### src/rtl/umc_regs.vh
// umc_regs.vh: register offsets, field positions and reset values of the modem control block
// assumes: included by the design file and the self-checking bench of the modem control block
`ifndef UMC_REGS_VH
`define UMC_REGS_VH

// register offsets on the plain register port
`define UMC_ADDR_IER 3'h1
`define UMC_ADDR_FCR 3'h2
`define UMC_ADDR_MCR 3'h4
`define UMC_ADDR_MSR 3'h6
`define UMC_ADDR_DLL 3'h0
`define UMC_ADDR_DLM 3'h1
`define UMC_ADDR_AFR 3'h2
`define UMC_ADDR_LCR 3'h3
`define UMC_ADDR_STAT 3'h5

// modem control fields
`define UMC_MCR_DTR 0
`define UMC_MCR_RTS 1
`define UMC_MCR_USER_OUTPUT_TWO 3
`define UMC_MCR_LOOP 4
`define UMC_MCR_AFE 5

// modem status fields
`define UMC_MSR_DCTS 0
`define UMC_MSR_DDSR 1
`define UMC_MSR_TERI 2
`define UMC_MSR_DDCD 3
`define UMC_MSR_CTS 4
`define UMC_MSR_DSR 5
`define UMC_MSR_RI 6
`define UMC_MSR_DCD 7

// interrupt enable, line control, alternate function fields
`define UMC_IER_MSI 3
`define UMC_LCR_DLAB 7
`define UMC_AFR_SEL_LO 1
`define UMC_AFR_SEL_HI 2

// multi-function pin selections
`define UMC_MF_USER_OUTPUT_TWO 2'h0
`define UMC_MF_BAUD 2'h1
`define UMC_MF_RECEIVE_DMA_REQUEST 2'h2

// reset values
`define UMC_RST_BYTE 8'h00
`define UMC_RST_DIV 16'h0001

`endif
### src/rtl/umc_modem_ctrl.v
// umc_modem_ctrl.v: modem handshake pins, modem status register and multi-function output of one channel
// assumes: one clock ref_clk standing in for the crystal input, modem pins asynchronous to it,
// receive fifo level and transmitter request supplied by the surrounding channel logic
//
// Chosen here: the placing of the registers and the strobed register port.
`timescale 1ns/10ps
`include "umc_regs.vh"

module umc_modem_ctrl #(
  parameter DIV_W = 16,
  parameter LVL_W = 7
) (
  input wire ref_clk,
  input wire rst_n,
  input wire master_reset,
  input wire [2:0] reg_addr,
  input wire [7:0] reg_wdata,
  input wire reg_wr,
  input wire reg_rd,
  output reg [7:0] reg_rdata,
  input wire cts_n,
  input wire dsr_n,
  input wire dcd_n,
  input wire ri_n,
  output reg rts_n,
  output reg dtr_n,
  output reg multi_function_pin,
  output reg intr,
  output wire crystal_output,
  output wire rx_sample_en,
  input wire [LVL_W-1:0] rx_fifo_level,
  input wire [LVL_W-1:0] rx_trigger_level,
  input wire rx_data_ready,
  input wire tx_request,
  output wire tx_allow,
  input wire serial_out_in,
  output reg serial_out
);

  ////////////////////////////////////////////////////////////////////////////
  // registers written by software

  reg [7:0] int_enable;
  reg [7:0] modem_control_reg;
  reg [7:0] line_ctrl;
  reg [7:0] alt_func;
  reg [DIV_W-1:0] divisor;
  reg [7:0] modem_status_reg;
  wire loop_mode;
  wire auto_flow;
  wire dlab;

  assign loop_mode = modem_control_reg[`UMC_MCR_LOOP];
  assign auto_flow = modem_control_reg[`UMC_MCR_AFE];
  assign dlab = line_ctrl[`UMC_LCR_DLAB];

  // master reset clears control state; divisor is deliberately kept
  always @(posedge ref_clk or negedge rst_n) begin
    if (!rst_n) begin
      int_enable <= `UMC_RST_BYTE;
      modem_control_reg <= `UMC_RST_BYTE;
      line_ctrl <= `UMC_RST_BYTE;
      alt_func <= `UMC_RST_BYTE; // user_output_two selected at power-up
    end else if (master_reset) begin
      int_enable <= `UMC_RST_BYTE;
      modem_control_reg <= `UMC_RST_BYTE;
      line_ctrl <= `UMC_RST_BYTE;
      alt_func <= `UMC_RST_BYTE;
    end else if (reg_wr) begin
      case (reg_addr)
        `UMC_ADDR_IER: begin
          if (!dlab) begin
            int_enable <= reg_wdata;
          end
        end
        `UMC_ADDR_FCR: begin
          if (dlab) begin
            alt_func <= reg_wdata;
          end
        end
        `UMC_ADDR_LCR: begin
          line_ctrl <= reg_wdata;
        end
        `UMC_ADDR_MCR: begin
          modem_control_reg <= reg_wdata;
        end
        default: begin
        end
      endcase
    end
  end

  // divisor latches survive master reset; only the power-on reset sets them
  always @(posedge ref_clk or negedge rst_n) begin
    if (!rst_n) begin
      divisor <= `UMC_RST_DIV;
    end else if (reg_wr && dlab && reg_addr == `UMC_ADDR_DLL) begin
      divisor[7:0] <= reg_wdata;
    end else if (reg_wr && dlab && reg_addr == `UMC_ADDR_DLM) begin
      divisor[DIV_W-1:8] <= reg_wdata[DIV_W-9:0];
    end
  end

  ////////////////////////////////////////////////////////////////////////////
  // modem input synchronisers and status

  wire [3:0] pins_n;
  reg [3:0] sync1;
  reg [3:0] sync2;
  wire [3:0] pin_status;
  wire [3:0] loop_status;
  wire [3:0] live_status;
  reg [3:0] last_status;
  wire [3:0] change;
  wire msr_read;

  // order: cts, dsr, ri, dcd, matching status bits 4..7
  assign pins_n = {dcd_n, ri_n, dsr_n, cts_n};

  // two stages before anything looks at the pins
  always @(posedge ref_clk or negedge rst_n) begin
    if (!rst_n) begin
      sync1 <= 4'hF;
      sync2 <= 4'hF;
    end else begin
      sync1 <= pins_n;
      sync2 <= sync1;
    end
  end

  // reported bits are the complement of the pins
  assign pin_status = ~sync2;
  // in loop mode the status follows the control bits instead of the pins
  assign loop_status = {modem_control_reg[`UMC_MCR_USER_OUTPUT_TWO], modem_control_reg[2],
                        modem_control_reg[`UMC_MCR_DTR], modem_control_reg[`UMC_MCR_RTS]};
  assign live_status = loop_mode ? loop_status : pin_status;
  assign msr_read = reg_rd && reg_addr == `UMC_ADDR_MSR;

  // per-bit change detection; ring reports only a trailing edge
  genvar gi;
  generate
    for (gi = 0; gi < 4; gi = gi + 1) begin : g_chg
      if (gi == 2) begin : g_ring
        assign change[gi] = last_status[gi] & ~live_status[gi];
      end else begin : g_lvl
        assign change[gi] = last_status[gi] ^ live_status[gi];
      end
    end
  endgenerate

  // sticky change flags; a change in the read cycle wins over the clear
  always @(posedge ref_clk or negedge rst_n) begin
    if (!rst_n) begin
      last_status <= 4'h0;
      modem_status_reg <= `UMC_RST_BYTE;
    end else begin
      last_status <= live_status;
      modem_status_reg[7:4] <= live_status;
      if (master_reset) begin
        modem_status_reg[3:0] <= 4'h0;
      end else if (msr_read) begin
        modem_status_reg[3:0] <= change;
      end else begin
        modem_status_reg[3:0] <= modem_status_reg[3:0] | change;
      end
    end
  end

  ////////////////////////////////////////////////////////////////////////////
  // interrupt: modem status is the only source kept here
  // dcd feeds status and interrupt only, no path reaches the receiver

  always @(posedge ref_clk or negedge rst_n) begin
    if (!rst_n) begin
      intr <= 1'b0;
    end else if (master_reset) begin
      intr <= 1'b0;
    end else begin
      intr <= int_enable[`UMC_IER_MSI] & (|modem_status_reg[3:0]);
    end
  end

  ////////////////////////////////////////////////////////////////////////////
  // baud generator: 16x enable pulse, crystal divided by the divisor

  reg [DIV_W-1:0] baud_cnt;
  reg baud_clk;
  wire [DIV_W-1:0] half_div;

  assign half_div = {1'b0, divisor[DIV_W-1:1]};

  always @(posedge ref_clk or negedge rst_n) begin
    if (!rst_n) begin
      baud_cnt <= {DIV_W{1'b0}};
      baud_clk <= 1'b0;
    end else if (baud_cnt + {{(DIV_W-1){1'b0}}, 1'b1} >= divisor) begin
      baud_cnt <= {DIV_W{1'b0}};
      baud_clk <= 1'b1;
    end else begin
      baud_cnt <= baud_cnt + {{(DIV_W-1){1'b0}}, 1'b1};
      baud_clk <= (baud_cnt + {{(DIV_W-1){1'b0}}, 1'b1}) < half_div;
    end
  end

  // same tick paces the receiver sampler; no separate receive clock exists
  assign rx_sample_en = (baud_cnt == {DIV_W{1'b0}});
  // crystal output is unused when the system feeds a clock on the crystal input
  assign crystal_output = 1'b0;

  ////////////////////////////////////////////////////////////////////////////
  // handshake outputs

  wire rx_below_trigger;
  wire user_output_two_n;
  wire [1:0] mf_sel;

  assign rx_below_trigger = rx_fifo_level < rx_trigger_level;
  // with automatic flow on, transmitter may only send while partner holds cts active
  assign tx_allow = tx_request & (~auto_flow | pin_status[0]);
  assign user_output_two_n = ~modem_control_reg[`UMC_MCR_USER_OUTPUT_TWO] | loop_mode;
  assign mf_sel = alt_func[`UMC_AFR_SEL_HI:`UMC_AFR_SEL_LO];

  // master reset parks everything inactive; loop mode parks rts, dtr and serial out
  always @(posedge ref_clk or negedge rst_n) begin
    if (!rst_n) begin
      rts_n <= 1'b1;
      dtr_n <= 1'b1;
      serial_out <= 1'b1;
      multi_function_pin <= 1'b1;
    end else if (master_reset) begin
      rts_n <= 1'b1;
      dtr_n <= 1'b1;
      serial_out <= 1'b1;
      multi_function_pin <= 1'b1;
    end else begin
      if (loop_mode) begin
        rts_n <= 1'b1;
        dtr_n <= 1'b1;
        serial_out <= 1'b1;
      end else begin
        dtr_n <= ~modem_control_reg[`UMC_MCR_DTR];
        serial_out <= serial_out_in;
        if (auto_flow) begin
          rts_n <= ~(modem_control_reg[`UMC_MCR_RTS] & rx_below_trigger);
        end else begin
          rts_n <= ~modem_control_reg[`UMC_MCR_RTS];
        end
      end
      // exactly one source on the shared pin
      case (mf_sel)
        `UMC_MF_USER_OUTPUT_TWO: multi_function_pin <= user_output_two_n;
        `UMC_MF_BAUD: multi_function_pin <= baud_clk;
        `UMC_MF_RECEIVE_DMA_REQUEST: multi_function_pin <= ~rx_data_ready;
        default: multi_function_pin <= user_output_two_n;
      endcase
    end
  end

  ////////////////////////////////////////////////////////////////////////////
  // read path: data one cycle after the strobe

  always @(posedge ref_clk or negedge rst_n) begin
    if (!rst_n) begin
      reg_rdata <= 8'h00;
    end else if (reg_rd) begin
      case (reg_addr)
        `UMC_ADDR_IER: reg_rdata <= dlab ? divisor[DIV_W-1:8] : int_enable;
        `UMC_ADDR_FCR: reg_rdata <= dlab ? alt_func : {7'h00, ~intr};
        `UMC_ADDR_LCR: reg_rdata <= line_ctrl;
        `UMC_ADDR_MCR: reg_rdata <= modem_control_reg;
        `UMC_ADDR_MSR: reg_rdata <= modem_status_reg;
        `UMC_ADDR_STAT: reg_rdata <= {6'h00, tx_allow, rx_below_trigger};
        `UMC_ADDR_DLL: reg_rdata <= dlab ? divisor[7:0] : 8'h00;
        default: reg_rdata <= 8'h00;
      endcase
    end else begin
      reg_rdata <= 8'h00;
    end
  end

endmodule

### config.mk
export PLATFORM = sky130hd
export DESIGN_NAME = umc_modem_ctrl
export DESIGN_NICKNAME = d
export VERILOG_FILES = /design/src/rtl/umc_modem_ctrl.v
export VERILOG_INCLUDE_DIRS = /design/src /design/src/rtl
export SDC_FILE = /design/constraint.sdc
export NUM_CORES = 1
export LEC_CHECK = 0
export BUFFER_PORTS_ARGS = -buffer_cell sky130_fd_sc_hd__buf_2
export CAP_MARGIN = 10
export CORE_ASPECT_RATIO = 0.8
export CORE_MARGIN = 2
export CORE_UTILIZATION = 59
export CTS_CLUSTER_DIAMETER = 30
export CTS_CLUSTER_SIZE = 40
export DETAILED_ROUTE_END_ITERATION = 10
export PLACE_DENSITY = 0.77
export REMOVE_ABC_BUFFERS = 1
export SLEW_MARGIN = 5
export SYNTH_ARGS = -nofsm -noshare
export SYNTH_HDL_FRONTEND = slang
export SYNTH_SLANG_ARGS = --single-unit
### constraint.sdc
create_clock -name ref_clk -period 3.52 [get_ports ref_clk]
set_clock_uncertainty 0.15 [all_clocks]
set_input_delay 0.88 -clock ref_clk [delete_from_list [all_inputs] [get_ports ref_clk]]
set_output_delay 0.88 -clock ref_clk [all_outputs]
set_load 0.05 [all_outputs]
## Yosys cells after proc, flatten, opt, wreduce, memory -nomap -nowiden

Index checks and enable logic that the tools add are counted.

- Bits in registers: 98
- Input port bits: 37
- Output and inout bits: 16
- Memories kept: 0
- Bits in writable memories: 0
- Bits in latches: 0
- ROM bits: 0
- Word-level logic and storage cells: 103

- Magnitude comparators: 3
- Add/subtract/negate cells: 1
- $mul: 0
- Equal/unequal tests: 9
- Multiplexer cells: 34
- Shift-type cells: 0
- Reductions and logical operators: 18
- Div/mod/pow operators: 0
- Bitwise gates (word level): 20

Operators by type and width:

| kind | count |
|---|---|
| 8-bit 2-to-1 mux | 18 |
| 8-bit one-hot mux with 7 select lines | 1 |
| 16-bit by 1-bit adder with 16-bit output, second input constant | 1 |
| 16-bit greater-or-equal comparator | 1 |
| 16-bit logical NOT | 1 |
| 16-bit by 15-bit less-than comparator with 1-bit output | 1 |
| 16-bit 2-to-1 mux | 1 |
| 4-bit 2-to-1 mux | 3 |
| 2-bit nonzero test | 6 |
| 1-bit 2-to-1 mux | 10 |
| 3-bit == test, second input constant | 3 |
| 1-bit inverter | 9 |
| 7-bit less-than comparator | 1 |
| 3-bit by 2-bit == test with 1-bit output, second input constant | 2 |
| 2-bit AND reduction | 3 |
| 3-bit AND reduction | 2 |
| 1-bit AND | 4 |
| 1-bit logical AND | 4 |
| 4-bit inverter | 1 |
| 4-bit OR | 1 |
| 4-bit OR reduction | 1 |
| 3-bit by 1-bit == test with 1-bit output, second input constant | 1 |
| 3-bit logical NOT | 1 |
| 1-bit XOR | 3 |
| 5 further kinds | 6 |

## Longest topological paths before layout

- Word-level depth: 7
- Gate-level depth with buffers: 12
- Mapped depth without buffers: 10

## Worst setup path after synthesis

No wires, ideal clock.

- Kind: input -> output
- Start: input port tx_request
- End: output port tx_allow
- Buffers on the path: 0
- Required time: 2490 ps
- Stages: 1
- Setup slack: 421 ps
- Arrival time: 2069 ps
- Cell sequence: a21boi_0

- Word-level cells in the longest chain between the ends: 1

Ends and longest elaborated chain:

| element | line | text |
|---|---|---|
| start, declared | umc_modem_ctrl.v:34 | `input wire tx_request,` |
| 1-bit AND | umc_modem_ctrl.v:219 | `assign tx_allow = tx_request & (~auto_flow \| pin_status[0]);` |
| end, declared | umc_modem_ctrl.v:35 | `output wire tx_allow,` |

No other way between the ends.

## Worst setup path in the final report

- Start: register baud_cnt[2]
- End: register baud_clk

- Word-level cells in the longest chain between the ends: 3
- Elaborated cells on any way between the ends: 4
- Those cells by class: add/sub (1); order compare (2); mux (1)

Ends and longest elaborated chain:

| element | line | text |
|---|---|---|
| start, declared | umc_modem_ctrl.v:186 | `reg [DIV_W-1:0] baud_cnt;` |
| start signal, assigned | umc_modem_ctrl.v:194 | `baud_cnt <= {DIV_W{1'b0}};` |
| start signal, assigned | umc_modem_ctrl.v:197 | `baud_cnt <= {DIV_W{1'b0}};` |
| start signal, assigned | umc_modem_ctrl.v:200 | `baud_cnt <= baud_cnt + {{(DIV_W-1){1'b0}}, 1'b1};` |
| 16-bit by 1-bit adder with 16-bit output (*) | umc_modem_ctrl.v:196, umc_modem_ctrl.v:201 |  |
| 16-bit by 15-bit less-than comparator with 1-bit output / 16-bit greater-or-equal comparator (equally long branches) | umc_modem_ctrl.v:201, umc_modem_ctrl.v:196 |  |
| 1-bit 2-to-1 mux (*) | umc_modem_ctrl.v:196 | `end else if (baud_cnt + {{(DIV_W-1){1'b0}}, 1'b1} >= divisor) begin` |
| end signal, assigned | umc_modem_ctrl.v:201 | `baud_clk <= (baud_cnt + {{(DIV_W-1){1'b0}}, 1'b1}) < half_div;` |
| end, declared | umc_modem_ctrl.v:187 | `reg baud_clk;` |

Mark *: on every way between the ends. The rest lies on a longest branch, timed or not.
A chain may end at the register's enable or synchronous reset.

==> out/qor.txt <==
outcome: finished, final reports clean
most common cell in the netlist: dfrtp_1
Worst Setup Start Kind: register
slowest cell on the critical path: dfrtp_1
Initial Util: 60.67%
n_diodes: 0
Core Region: 8446 um2
total length of routed wires: 12190 um
grt ovf: 0
first-pass GRT wire length: 20280 um
hold endpoint: sync2[2]
nets: 640
IO Pins: 53
largest registers: baud_cnt (16), divisor (16)
Die Y: 87.35 um
TritonCTS clock tree: built
routed length per placed instance: 17.92 um
worst path cell trace: and4_1, and3_4, nor3b_2, xor2_1, ha_1, nand4_1, inv_1, a221o_1, a41o_1, o21bai_1
die span in x: 108.2 um
Post-synth ARST share: 100.0%
Vias/cell: 5.866
layout cells sized above 1: 18.31%
Worst Max-Slew Pin Slew: 768.1 ps
Slew HR: 48.66%
Hold WS: 211.2 ps
synth top area cells: dfrtp_1 (40%), ha_1 (9.8%), dfstp_2 (6.7%)
Die Area: 9450 um2
Post-Synthesis Cells: 515
post-synthesis sequential area ratio: 46.23%
root buffer cell: clkbuf_8
Post-synth EDFFs: 0
Crit Path Class: register to register
Peak VDD IR: 266.6 uV
Fill cells: 663
critical path's largest stage delay: 450 ps
input/output buffers: 51
pin count of the biggest net entering global routing: 51
Hold Buf Count CTS: 0
CTS resizes: 0
min Tclk post-route: 3231 ps
number of buffers created by CTS: 9
synth unique cells: 55
setup TNS: 0 ps
final setup margin: 288.7 ps
Post-DP HPWL: 8898 um
Setup WS pre-CTS: 338.8 ps
final setup vio count: 0
initial drt markers: 277
Tcrit/Tclk final: 91.80%
CTS clock-pin slew for the worst setup and hold paths: 100 ps
crit end category: register
Max Cap Viol: 0
top cells by count, synth: dfrtp_1 (81), nand2_1 (49), nor2_1 (47)
WP data required: 3630 ps
Synth-to-Final Area Change: 11.40%
max-slew violations: 0
RSZ-0062 raised after global routing: no
Yosys top cell by area: dfrtp_1
clk_lat worst skew: 380 ps
hold path start: sync1[2]
register bit total from synthesis: 94
fmax: 309.5 MHz
Placer Congestion: 0.9155
register area: 2369 um2
Final Hold Viols: 0
Pleak: 2.845 nW
Critical Path AT: 3350 ps
pwr/cell area: 401.4 nW/um2
# H-tree levels: 3
Yosys warning total: 0
drc violations: 0
Total Routing Usage GR: 28.26%
crit-path max FO: 17
Clock Tree Buf Depth: 2
Synth top area share: 39.56%
Hold WC Path Type: register to register
Antenna Violating Nets Remaining: 0
initial antenna violation count: 0
Reg2Reg Capture Point: baud_clk
hold path depth: 0
R2R setup slack: 290 ps
reg2reg start: baud_cnt[2]
num rows: 30
Mean Syn Cell Area: 9.949 um2
total power: 2.291 mW
Synth Cell Area: 5124 um2
Reg2Reg Depth: 10
number of global-route vias before repair: 3967
clock sinks: 94
via count: 3989
Primary FF master, synth: dfrtp_1
area of the multi-input gates: 2506 um2
postcts setup bufs: 0
Pre-antenna DRT Iters: 5
## logic make-up after synthesis
logic type               count (synthesis)  share of synthesized area [%]
AO/OA/AOI/OAI                           95                          11.45
XOR/XNOR                                17                          2.906
adder cells (fa/ha/maj)                 40                          9.768
buffers and inverters                   59                          4.860
flip-flops                              94                          46.23
multiplexers                            44                          8.865
other                                    1                        0.07319
AND/OR/NAND/NOR                        165                          15.85
## through the flow
stage                     instances  util (%)  cell area, um2
after global routing            680     67.59            5708
after global placement          664     64.89            5480
after floorplan                 494         -            5017
final                           680     67.59            5708
after CTS                       680     67.59            5708
after detailed placement        664     64.89            5480
## layout make-up
class	count	area share [%]
tap	112	2.455
sequential	94	41.49
multi-input combinational	362	43.91
inverter	38	2.499
clock inverter	7	1.819
clock buffer	9	2.170
timing repair buffer	58	5.655
## report_power, final
part	total, mW	internal (mW)	leakage (nW)	switching, mW
combinational	0.308	0.112	1.54	0.196
sequential	1.16	1.13	1.19	0.0340
clock	0.821	0.410	0.108	0.412
total	2.29	1.65	2.84	0.642
## routing by layer
metal,up-vias,track usage [%],share of wire [%]
li1,1882,-,-
met1,1906,42.41,46
met2,188,41.85,44
met3,13,6.507,8.9
met4,0,6.410,0.92
met5,-,0,0
## layout by cell type (no fill, tap or decap), types with 3 or more instances in the layout
cell type   n
dfrtp_1    81
buf_2      50
nand2_1    49
nor2_1     47
ha_1       40
inv_1      38
a21oi_1    34
mux2i_1    33
o21ai_0    25
nor2b_1    21
xnor2_1    13
dfstp_2    13
mux2_2     11
nand3_1    10
clkbuf_8    9
nand4_1     8
a221oi_1    7
buf_4       7
a22oi_1     5
nor3_1      4
xor2_1      4
and4_1      4
a21o_1      4
nand2b_1    3
a211oi_1    3
nor4_1      3
## worst max-delay path by stage
| stage | start | endpoint | slack, ps | cells after the start |
|---|---|---|---|---|
| after global routing | baud_cnt[2] | baud_clk | 140 | 10 |
| after CTS | baud_cnt[2] | baud_clk | 320 | 10 |
| after global placement | baud_cnt[2] | baud_clk | 490 | 10 |
| after detailed placement | baud_cnt[2] | baud_clk | 340 | 10 |
| final | baud_cnt[2] | baud_clk | 290 | 10 |
| after floorplan | tx_request | tx_allow | 420 | 1 |
## worst max-delay path, delay by kind of cell (launching register included)
| kind | cells | cell delay, ps |
|---|---|---|
| DFF | 1 | 450 |
| xor gates and xnor gates | 1 | 250 |
| adders and majority gates | 1 | 300 |
| and+or+nand+nor | 4 | 880 |
| AOI/OAI and AO/OA | 3 | 1030 |
| buffers and inverters | 1 | 60 |
(Power assumes the default switching activity.)
